==> src/include/ipsr_consts.vh <==
// register offsets, field positions, reset values and codes for the priority/sense block
// assumes a plain word-indexed register port of 16-bit data
`ifndef IPSR_CONSTS_VH
`define IPSR_CONSTS_VH

// register indices (chosen, no printed offsets)
`define IPSR_ADDR_W        4
`define IPSR_IDX_PRI_A     4'h0
`define IPSR_IDX_PRI_B     4'h1
`define IPSR_IDX_PRI_C     4'h2
`define IPSR_IDX_PRI_D     4'h3
`define IPSR_IDX_PRI_E     4'h4
`define IPSR_IDX_PRI_F     4'h5
`define IPSR_IDX_PRI_G     4'h6
`define IPSR_IDX_NMCTL     4'h7
`define IPSR_IDX_EXTCTL    4'h8
`define IPSR_IDX_PORTCTL   4'h9
`define IPSR_IDX_CARDMSK   4'hA
`define IPSR_IDX_EVCODE    4'hB
`define IPSR_IDX_ISTAT     4'hC
`define IPSR_IDX_IMASK     4'hD

// reset values
`define IPSR_RST_ZERO      16'h0000
`define IPSR_RST_EXTCTL    16'h4000

// writable masks (reserved bits read zero)
`define IPSR_WMASK_FULL    16'hFFFF
`define IPSR_WMASK_PRI_B   16'hFFF0
`define IPSR_WMASK_PRI_E   16'hF0FF
`define IPSR_WMASK_PRI_F   16'h0FFF
`define IPSR_WMASK_NMCTL   16'h0100
`define IPSR_WMASK_EXTCTL  16'hEFFF
`define IPSR_WMASK_CARD    16'h7F00

// field positions
`define IPSR_BIT_NM_LEVEL  15
`define IPSR_BIT_NM_EDGE   8
`define IPSR_BIT_MASK_ALL  15
`define IPSR_BIT_ENC_SEL   14
`define IPSR_BIT_BLK_OVR   13
`define IPSR_CARD_LSB      8

// sense encodings
`define IPSR_SENSE_FALL    2'h0
`define IPSR_SENSE_RISE    2'h1
`define IPSR_SENSE_LOW     2'h2

// event codes
`define IPSR_EVT_BASE      12'h200
`define IPSR_EVT_STEP      12'h020
`define IPSR_EVT_NM        12'h1C0
`define IPSR_LVL_MAX       4'hF

// status bits: 0 nonmaskable edge, 1..6 request pins 0..5
`define IPSR_NSTAT         7
`endif

==> src/hdl/ipsr_regs.v <==
// priority, sense and mask registers of the interrupt controller, with pin sensing
// assumes a single 20 MHz clock, sync active-low reset, pins asynchronous to clk_sys
//
// Functional notes
// - encoded level n reports code 0x200+(15-n)*0x20
// - equal levels resolve by fixed source order
// - seven 16-bit priority registers, reset zero
// - contents kept in standby; only reset clears
// - four 4-bit level fields, zero means masked
// - fields mapped to source groups per register
// - reserved priority fields read as zero
// - bit 15 reads live nonmaskable pin level
// - bit 8 selects nonmaskable falling/rising edge
// - mask-all masks requests while nonmaskable low
// - bit 14 selects encoded level pins, resets one
// - bit 13 overrides block bit for nonmaskable
// - two-bit sense per request pin, falling default
// - per-port-pin sense bit, low level default
// - card cause masks bits 14..8, zero masks
// - reserved control bits read as zero
// - nonmaskable control only edge bit writable
//
// Decided for this implementation: the register offsets and the plain strobed port.
`timescale 1ns/1ns
`include "ipsr_consts.vh"

module ipsr_regs (
    input  wire        clk_sys,
    input  wire        rst_n,
    input  wire [3:0]  reg_addr,
    input  wire [15:0] reg_wdata,
    input  wire        reg_wr,
    input  wire        reg_rd,
    output reg  [15:0] reg_rdata,
    input  wire        nonmaskable_pin,
    input  wire [5:0]  ext_request_pin,
    input  wire [15:0] port_change_pin,
    input  wire [6:0]  card_cause_in,
    input  wire        processor_block_bit,
    input  wire        standby,
    output wire        nonmaskable_req,
    output wire        all_masked,
    output wire [5:0]  ext_req,
    output wire [15:0] port_req,
    output wire [6:0]  card_req,
    output reg  [3:0]  enc_level,
    output reg  [11:0] event_code,
    output wire        irq
);

    ////////////////////////////////////////////////////////////////////////
    // registers
    reg  [15:0] pri_q [0:6];        // priority registers a..g
    reg         nm_edge_q;          // nonmaskable edge select
    reg  [15:0] ext_ctl_q;          // external sense control
    reg  [15:0] port_ctl_q;         // port sense control
    reg  [15:0] card_msk_q;         // card cause mask
    reg  [6:0]  stat_q;             // sticky event status
    reg  [6:0]  imask_q;            // interrupt mask
    reg  [6:0]  ext_edge_q;         // edge-latched request pins (bits 1..6; bit 0 nonmaskable)
    reg  [22:0] sync1_q;            // first synchroniser stage
    reg  [22:0] sync2_q;            // second stage, safe to read
    reg  [22:0] prev_q;             // previous synced value for edges
    reg  [6:0]  stat_d;             // next status
    reg  [6:0]  evt;                // this cycle's events
    reg  [5:0]  lvl_req;            // level-sensed request pins
    integer     i;                  // loop index, register reset only
    integer     j;                  // loop index, pin sensing only

    // synced views
    wire        nm_s   = sync2_q[22];
    wire        nm_p   = prev_q[22];
    wire [5:0]  ext_s  = sync2_q[21:16];
    wire [5:0]  ext_p  = prev_q[21:16];
    wire [15:0] port_s = sync2_q[15:0];

    ////////////////////////////////////////////////////////////////////////
    // functions

    // priority field n of register r
    function [3:0] pri_field;
        input [15:0] r;
        input [1:0]  n;
        begin
            pri_field = r[n*4 +: 4];
        end
    endfunction

    // event code for an encoded level
    function [11:0] lvl_code;
        input [3:0] lvl;
        begin
            lvl_code = `IPSR_EVT_BASE + {3'h0, (`IPSR_LVL_MAX - lvl), 5'h00};
        end
    endfunction

    // write mask per priority register index
    function [15:0] wmask;
        input [3:0] a;
        begin
            case (a)
                `IPSR_IDX_PRI_B: wmask = `IPSR_WMASK_PRI_B;
                `IPSR_IDX_PRI_E: wmask = `IPSR_WMASK_PRI_E;
                `IPSR_IDX_PRI_F: wmask = `IPSR_WMASK_PRI_F;
                default:         wmask = `IPSR_WMASK_FULL;
            endcase
        end
    endfunction

    ////////////////////////////////////////////////////////////////////////
    // pin synchronisers; first stage feeds only the second
    always @(posedge clk_sys) begin
        if (!rst_n) begin
            sync1_q <= 23'h000000;
            sync2_q <= 23'h000000;
            prev_q  <= 23'h000000;
        end else begin
            sync1_q <= {nonmaskable_pin, ext_request_pin, port_change_pin};
            sync2_q <= sync1_q;
            prev_q  <= sync2_q;
        end
    end

    ////////////////////////////////////////////////////////////////////////
    // register writes; standby does not touch them
    always @(posedge clk_sys) begin
        if (!rst_n) begin
            for (i = 0; i < 7; i = i + 1) begin
                pri_q[i] <= `IPSR_RST_ZERO;
            end
            nm_edge_q  <= 1'b0;
            ext_ctl_q  <= `IPSR_RST_EXTCTL;
            port_ctl_q <= `IPSR_RST_ZERO;
            card_msk_q <= `IPSR_RST_ZERO;
            imask_q    <= 7'h00;
        end else if (reg_wr) begin
            case (reg_addr)
                `IPSR_IDX_PRI_A, `IPSR_IDX_PRI_B, `IPSR_IDX_PRI_C, `IPSR_IDX_PRI_D,
                `IPSR_IDX_PRI_E, `IPSR_IDX_PRI_F, `IPSR_IDX_PRI_G: begin
                    pri_q[reg_addr[2:0]] <= reg_wdata & wmask(reg_addr);
                end
                `IPSR_IDX_NMCTL: begin
                    nm_edge_q <= reg_wdata[`IPSR_BIT_NM_EDGE];
                end
                `IPSR_IDX_EXTCTL: begin
                    ext_ctl_q <= reg_wdata & `IPSR_WMASK_EXTCTL;
                end
                `IPSR_IDX_PORTCTL: begin
                    port_ctl_q <= reg_wdata;
                end
                `IPSR_IDX_CARDMSK: begin
                    card_msk_q <= reg_wdata & `IPSR_WMASK_CARD;
                end
                `IPSR_IDX_IMASK: begin
                    imask_q <= reg_wdata[6:0];
                end
                default: begin
                    // read-only or unmapped: ignored
                end
            endcase
        end
    end

    ////////////////////////////////////////////////////////////////////////
    // edge and level sensing of pins
    always @* begin
        evt = 7'h00;
        // nonmaskable edge, polarity from edge select
        if (nm_edge_q) begin
            evt[0] = nm_s & ~nm_p;
        end else begin
            evt[0] = ~nm_s & nm_p;
        end
        lvl_req = 6'h00;
        for (j = 0; j < 6; j = j + 1) begin
            case (ext_ctl_q[j*2 +: 2])
                `IPSR_SENSE_FALL: evt[j+1] = ~ext_s[j] & ext_p[j];
                `IPSR_SENSE_RISE: evt[j+1] = ext_s[j] & ~ext_p[j];
                `IPSR_SENSE_LOW:  lvl_req[j] = ~ext_s[j];
                default:          lvl_req[j] = 1'b0;        // reserved: no request
            endcase
        end
    end

    // edge latch per request pin, cleared by status clear
    always @* begin
        stat_d = stat_q;
        if (reg_wr && reg_addr == `IPSR_IDX_ISTAT) begin
            stat_d = stat_q & ~reg_wdata[6:0];
        end
        stat_d = stat_d | evt;                              // set beats clear
    end

    always @(posedge clk_sys) begin
        if (!rst_n) begin
            stat_q     <= 7'h00;
            ext_edge_q <= 7'h00;
        end else begin
            stat_q     <= stat_d;
            ext_edge_q <= stat_d;
        end
    end

    ////////////////////////////////////////////////////////////////////////
    // request outputs to the core

    // mask-all: while nonmaskable is low the request pin, port and card requests are held off
    assign all_masked = ext_ctl_q[`IPSR_BIT_MASK_ALL] & ~nm_s;

    // nonmaskable masked by block bit unless overridden, and in standby while mask-all is set
    assign nonmaskable_req = ext_edge_q[0]
                           & (ext_ctl_q[`IPSR_BIT_BLK_OVR] | ~processor_block_bit)
                           & ~(ext_ctl_q[`IPSR_BIT_MASK_ALL] & standby);

    // pins 3..0 are encoded level inputs when encoded select is set
    assign ext_req = ({6{~all_masked}} & (ext_edge_q[6:1] | lvl_req))
                   & {2'b11, {4{~ext_ctl_q[`IPSR_BIT_ENC_SEL]}}};

    // port pins active at the selected level
    assign port_req = {16{~all_masked}} & ~(port_s ^ port_ctl_q);

    // card causes gated by their mask bits
    assign card_req = {7{~all_masked}} & card_cause_in
                    & card_msk_q[`IPSR_CARD_LSB +: 7];

    assign irq = |(stat_q & imask_q);

    ////////////////////////////////////////////////////////////////////////
    // arbitration: highest level wins, ties by fixed order (pins 0..3, then 5, 4, ports, card)
    always @(posedge clk_sys) begin : arb
        reg [3:0]  best;
        reg [11:0] code;
        reg [3:0]  lv;
        integer    s;
        best = 4'h0;
        code = 12'h000;
        lv   = 4'h0;
        s    = 0;
        if (!rst_n) begin
            enc_level  <= 4'h0;
            event_code <= 12'h000;
        end else begin
            if (ext_ctl_q[`IPSR_BIT_ENC_SEL] && !all_masked) begin
                // encoded pins are active low: 0000 is level 15
                lv = ~ext_s[3:0];
                if (lv != 4'h0) begin
                    best = lv;
                    code = lvl_code(lv);
                end
            end else begin
                // independent pins 3..0, fixed order pin 0 first on ties
                for (s = 3; s >= 0; s = s - 1) begin
                    lv = pri_field(pri_q[2], s[1:0]);
                    if (ext_req[s] && lv != 4'h0 && lv >= best) begin
                        best = lv;
                        code = lvl_code(lv);
                    end
                end
            end
            // pins 5,4 then port groups from register d
            for (s = 1; s >= 0; s = s - 1) begin
                lv = pri_field(pri_q[3], s[1:0]);
                if (ext_req[s+4] && lv != 4'h0 && lv > best) begin
                    best = lv;
                    code = lvl_code(lv);
                end
            end
            lv = pri_field(pri_q[3], 2'd3);
            if ((|port_req[7:0]) && lv != 4'h0 && lv > best) begin
                best = lv;
                code = lvl_code(lv);
            end
            lv = pri_field(pri_q[3], 2'd2);
            if ((|port_req[15:8]) && lv != 4'h0 && lv > best) begin
                best = lv;
                code = lvl_code(lv);
            end
            // card controller group in register f bits 7..4
            lv = pri_field(pri_q[5], 2'd1);
            if ((|card_req) && lv != 4'h0 && lv > best) begin
                best = lv;
                code = lvl_code(lv);
            end
            if (nonmaskable_req) begin
                best = `IPSR_LVL_MAX;
                code = `IPSR_EVT_NM;
            end
            enc_level  <= best;
            event_code <= code;
        end
    end

    ////////////////////////////////////////////////////////////////////////
    // read data, one cycle after the strobe
    always @(posedge clk_sys) begin
        if (!rst_n) begin
            reg_rdata <= 16'h0000;
        end else if (reg_rd) begin
            case (reg_addr)
                `IPSR_IDX_PRI_A, `IPSR_IDX_PRI_B, `IPSR_IDX_PRI_C, `IPSR_IDX_PRI_D,
                `IPSR_IDX_PRI_E, `IPSR_IDX_PRI_F, `IPSR_IDX_PRI_G: begin
                    reg_rdata <= pri_q[reg_addr[2:0]];
                end
                `IPSR_IDX_NMCTL: begin
                    reg_rdata <= {nm_s, 6'h00, nm_edge_q, 8'h00};
                end
                `IPSR_IDX_EXTCTL:  reg_rdata <= ext_ctl_q;
                `IPSR_IDX_PORTCTL: reg_rdata <= port_ctl_q;
                `IPSR_IDX_CARDMSK: reg_rdata <= card_msk_q;
                `IPSR_IDX_EVCODE:  reg_rdata <= {4'h0, event_code};
                `IPSR_IDX_ISTAT:   reg_rdata <= {9'h000, stat_q};
                `IPSR_IDX_IMASK:   reg_rdata <= {9'h000, imask_q};
                default:           reg_rdata <= 16'h0000; // unmapped reads zero
            endcase
        end else begin
            reg_rdata <= 16'h0000;
        end
    end

endmodule // ipsr_regs

==> config.mk <==
export PLATFORM = sky130hd
export DESIGN_NAME = ipsr_regs
export DESIGN_NICKNAME = d
export VERILOG_FILES = /design/src/hdl/ipsr_regs.v
export VERILOG_INCLUDE_DIRS = /design/src /design/src/include
export SDC_FILE = /design/constraint.sdc
export NUM_CORES = 1
export LEC_CHECK = 0
export BUFFER_PORTS_ARGS = -buffer_cell sky130_fd_sc_hd__clkbuf_2
export CORE_UTILIZATION = 40
export CTS_BUF_LIST = sky130_fd_sc_hd__clkbuf_4
export DETAILED_ROUTE_END_ITERATION = 16
export PLACE_DENSITY = 0.63
export SLEW_MARGIN = 25
export SYNTH_ARGS = -nofsm -noshare
export SYNTH_HDL_FRONTEND = slang
export SYNTH_SLANG_ARGS = --single-unit
==> constraint.sdc <==
create_clock -name clk_sys -period 36.4 [get_ports clk_sys]
set_input_delay 7.28 -clock clk_sys [delete_from_list [all_inputs] [get_ports clk_sys]]
set_output_delay 7.28 -clock clk_sys [all_outputs]
set_load 0.05 [all_outputs]
==> run metrics <==
status=finished clean; worst hold path class=reg -> reg; HP Start=sync1_q[3]; crit path kind=reg -> reg; via count=~11000; Reg clk slew, reported paths=roughly 0.06 ns; Setup crit end kind=register; Crit path required time=36.97 ns; initial antenna violation count=2; Worst R2R End=event_code[6]; MaxCap Viol Count=0; CP Launch Type=register; I/O Pins=120; Async SR Flop Fraction=0%; Post-CTS Resized=0; routability cong.=a little over 0.9; DR iter-0 viols=between 1000 and 1500; Slew Limit Fails=0; Synth top area share=24.1%; IO buf count=around 110; Max VDD drop=around 0.000033 V; die footprint=around 0.031 mm^2; Syn Area/Cell=~8.9 um^2; drt first pass iters=6; overall power=around 660 uW; Die X=approximately 180 um; largest net degree at the start of global routing=71; Placement Rows=between 60 and 70; DRC=0; FMAX=about 60 MHz; most frequent cells in the layout=nor2_1, nand2_1, dfxtp_1; reg2reg start=sync2_q[22]; Slew @ Worst Pin=1.03 ns; Fillers=between 2000 and 3000; GRT Util Overall=between 20% and 30%; clk buf depth=3; Slew HR=a little under a third; # setup viols final=0; max incr delay on CP=between 0.6 and 0.7 ns; fin crit share=between 40 and 50%; crit-path max FO=24; Multi-input gate area=a little under 0.006 mm^2; WP data arrival=around 17 ns; Placed Cells=1818; YS warnings=0; Core ar.=between 0.02 and 0.03 mm^2; sequential cell area=a little under 0.006 mm^2; minimum clock period=16.27 ns; layout cells sized above 1=a little under a fifth; Hold Path End=sync2_q[3]; post-CTS setup buffers=0; Num CTS Buffers=67; Main synth FF type=dfxtp_1; vias in the first global route=about 11000; final setup TNS=0 ns; grt total ovfl=0; unrepaired setup endpoints after global routing=false; register area share after synthesis=~48%; Syn-to-layout area delta=15.0%; Clk Latency, worst-skew pair=0.71 ns; Mapped Cells=roughly 1400; CP max stage cell=a32oi_1; Die H=between 150 and 200 um; largest cells by area after synthesis=dfxtp_1, edfxtp_1, nor2_1; final hold vios=0; final wirelength=between 30000 and 40000 um; Reg2Reg Depth=just under 70; EDFF count, synth=96; detailed-route vias per instance=about 5.7; FF+latch count, synth=243; Hold Crit Depth=1; Yosys cell types=90; CTS sink count=roughly 240; Root Driver=clkbuf_4; CTS tree=built; global-route wire length before repair=between 60000 and 70000 um; Hold Slack=about 0.43 ns; PwrDens=~47 mW/mm^2; number of routed nets with antenna violations=0; initial core utilization=about two fifths; clk_skew=around 0.053 ns; cell taking the most area after synthesis=dfxtp_1; fin cells=just under 2000; Post-Syn Area=between 0.01 and 0.015 mm^2; Leak=approximately 0.0057 uW; most frequent CP cell=nand2_1; Hold Buf Count CTS=0; routed length per instance=20.5 um; most common cell after layout, fill and taps aside=nor2_1; CTS H-tree depth=3; flop2flop setup slack=20.13 ns; Final nets=1574; hpwl dp=approximately 28000 um
## cell type report
type | instances | area share, %
Multi-Input combinational cell | 1011 | 42.3
Sequential cell | 243 | 41.5
Clock buffer | 106 | 5.67
Timing Repair Buffer | 128 | 4.85
Tap cell | 390 | 3.48
Inverter | 46 | 1.23
Clock inverter | 15 | 0.927
Antenna cell | 1 | 0.0178
## worst max-delay path by stage
| stage | from | slack [ns] | cells after the start | endpoint |
|---|---|---|---|---|
| 6_report | sync2_q[22] | 20.13 | 69 | event_code[6] |
| 5_1_grt | sync2_q[22] | 18.66 | 70 | event_code[8] |
| 4_1_cts | sync2_q[22] | 20.00 | 69 | event_code[6] |
| 3_5_place_dp | sync2_q[22] | 20.05 | 70 | event_code[8] |
| 3_3_place_gp | sync2_q[22] | 20.55 | 70 | event_code[6] |
| 2_1_floorplan | processor_block_bit | 21.31 | 3 | nonmaskable_req |
## cell families (layout without fill, tap and decap cells)
group | Yosys count | in the layout | share of synthesized area (%)
other | 1 | 16 | 0.0307
flip-flops | 243 | 243 | 47.7
AO/OA/AOI/OAI | 312 | 312 | 17.2
XOR/XNOR | 20 | 20 | 1.44
adder cells (fa/ha/maj) | 23 | 23 | 2.32
AND/OR/NAND/NOR | 594 | 594 | 22.6
multiplexers | 47 | 47 | 4.46
buffers and inverters | 128 | 295 | 4.26
## flip-flops by register name, summed over array words and instances, names as in the netlist
register	flops
card_msk_q	7
ext_ctl_q	15
sync1_q	23
nm_edge_q	1
imask_q	7
reg_rdata	16
pri_q	112
event_code	5
enc_level	4
ext_edge_q	7
sync2_q	23
port_ctl_q	16
prev_q	7
## per-stage QoR
step | worst slack [ns] | utilization, % | area (um^2)
2_1_floorplan | 21.31 | - | 12300
3_3_place_gp | 20.55 | 43.9 | 13100
3_5_place_dp | 20.05 | 44.0 | 13100
4_1_cts | 20.00 | 47.1 | 14000
5_1_grt | 18.66 | 47.1 | 14000
6_report | 20.13 | 47.1 | 14000
## metal layers
layer,global-route usage (%),share of wire (%),up-vias
met5,0,0.043,-
met4,11.0,3.1,2
met3,5.33,9.6,90
met2,38.9,45,546
met1,34.3,42,5306
li1,-,-,5170
## Yosys cell counts, drive strengths merged (5+ instances only)
cell type / instances
nor2: 207
nand2: 173
dfxtp: 147
a21oi: 131
edfxtp: 96
and2: 62
clkbuf: 61
nand3: 46
inv: 43
o21ai: 34
mux2i: 31
nor3: 28
buf: 21
ha: 21
o22ai: 19
xor2: 18
a222oi: 15
a31oi: 15
mux2: 13
nor4: 12
and3: 11
o211ai: 11
nand2b: 9
nor2b: 9
nor3b: 9
a221oi: 8
a21o: 7
or2: 7
a211oi: 6
a22oi: 6
nand4: 6
a211o: 5
a22o: 5
a31o: 5
o2111ai: 5
o221a: 5
or3: 5
## worst max-delay path, delay by kind of cell, from the launching register on
| family | cells | cell delay [ns] |
|---|---|---|
| buf+inv | 5 | 0.60 |
| simple gates | 31 | 6.58 |
| fa+ha+maj | 8 | 2.28 |
| compound gates | 21 | 4.95 |
| mux | 4 | 1.31 |
| flops | 1 | 0.40 |
## power breakdown
part | switching [uW] | internal, uW
Sequential | 11.7 | 296
Clock | 119 | 147
Combinational | 59.6 | 27.8
Total | 190 | 471
No activity file was read; power rests on OpenSTA's default activity.
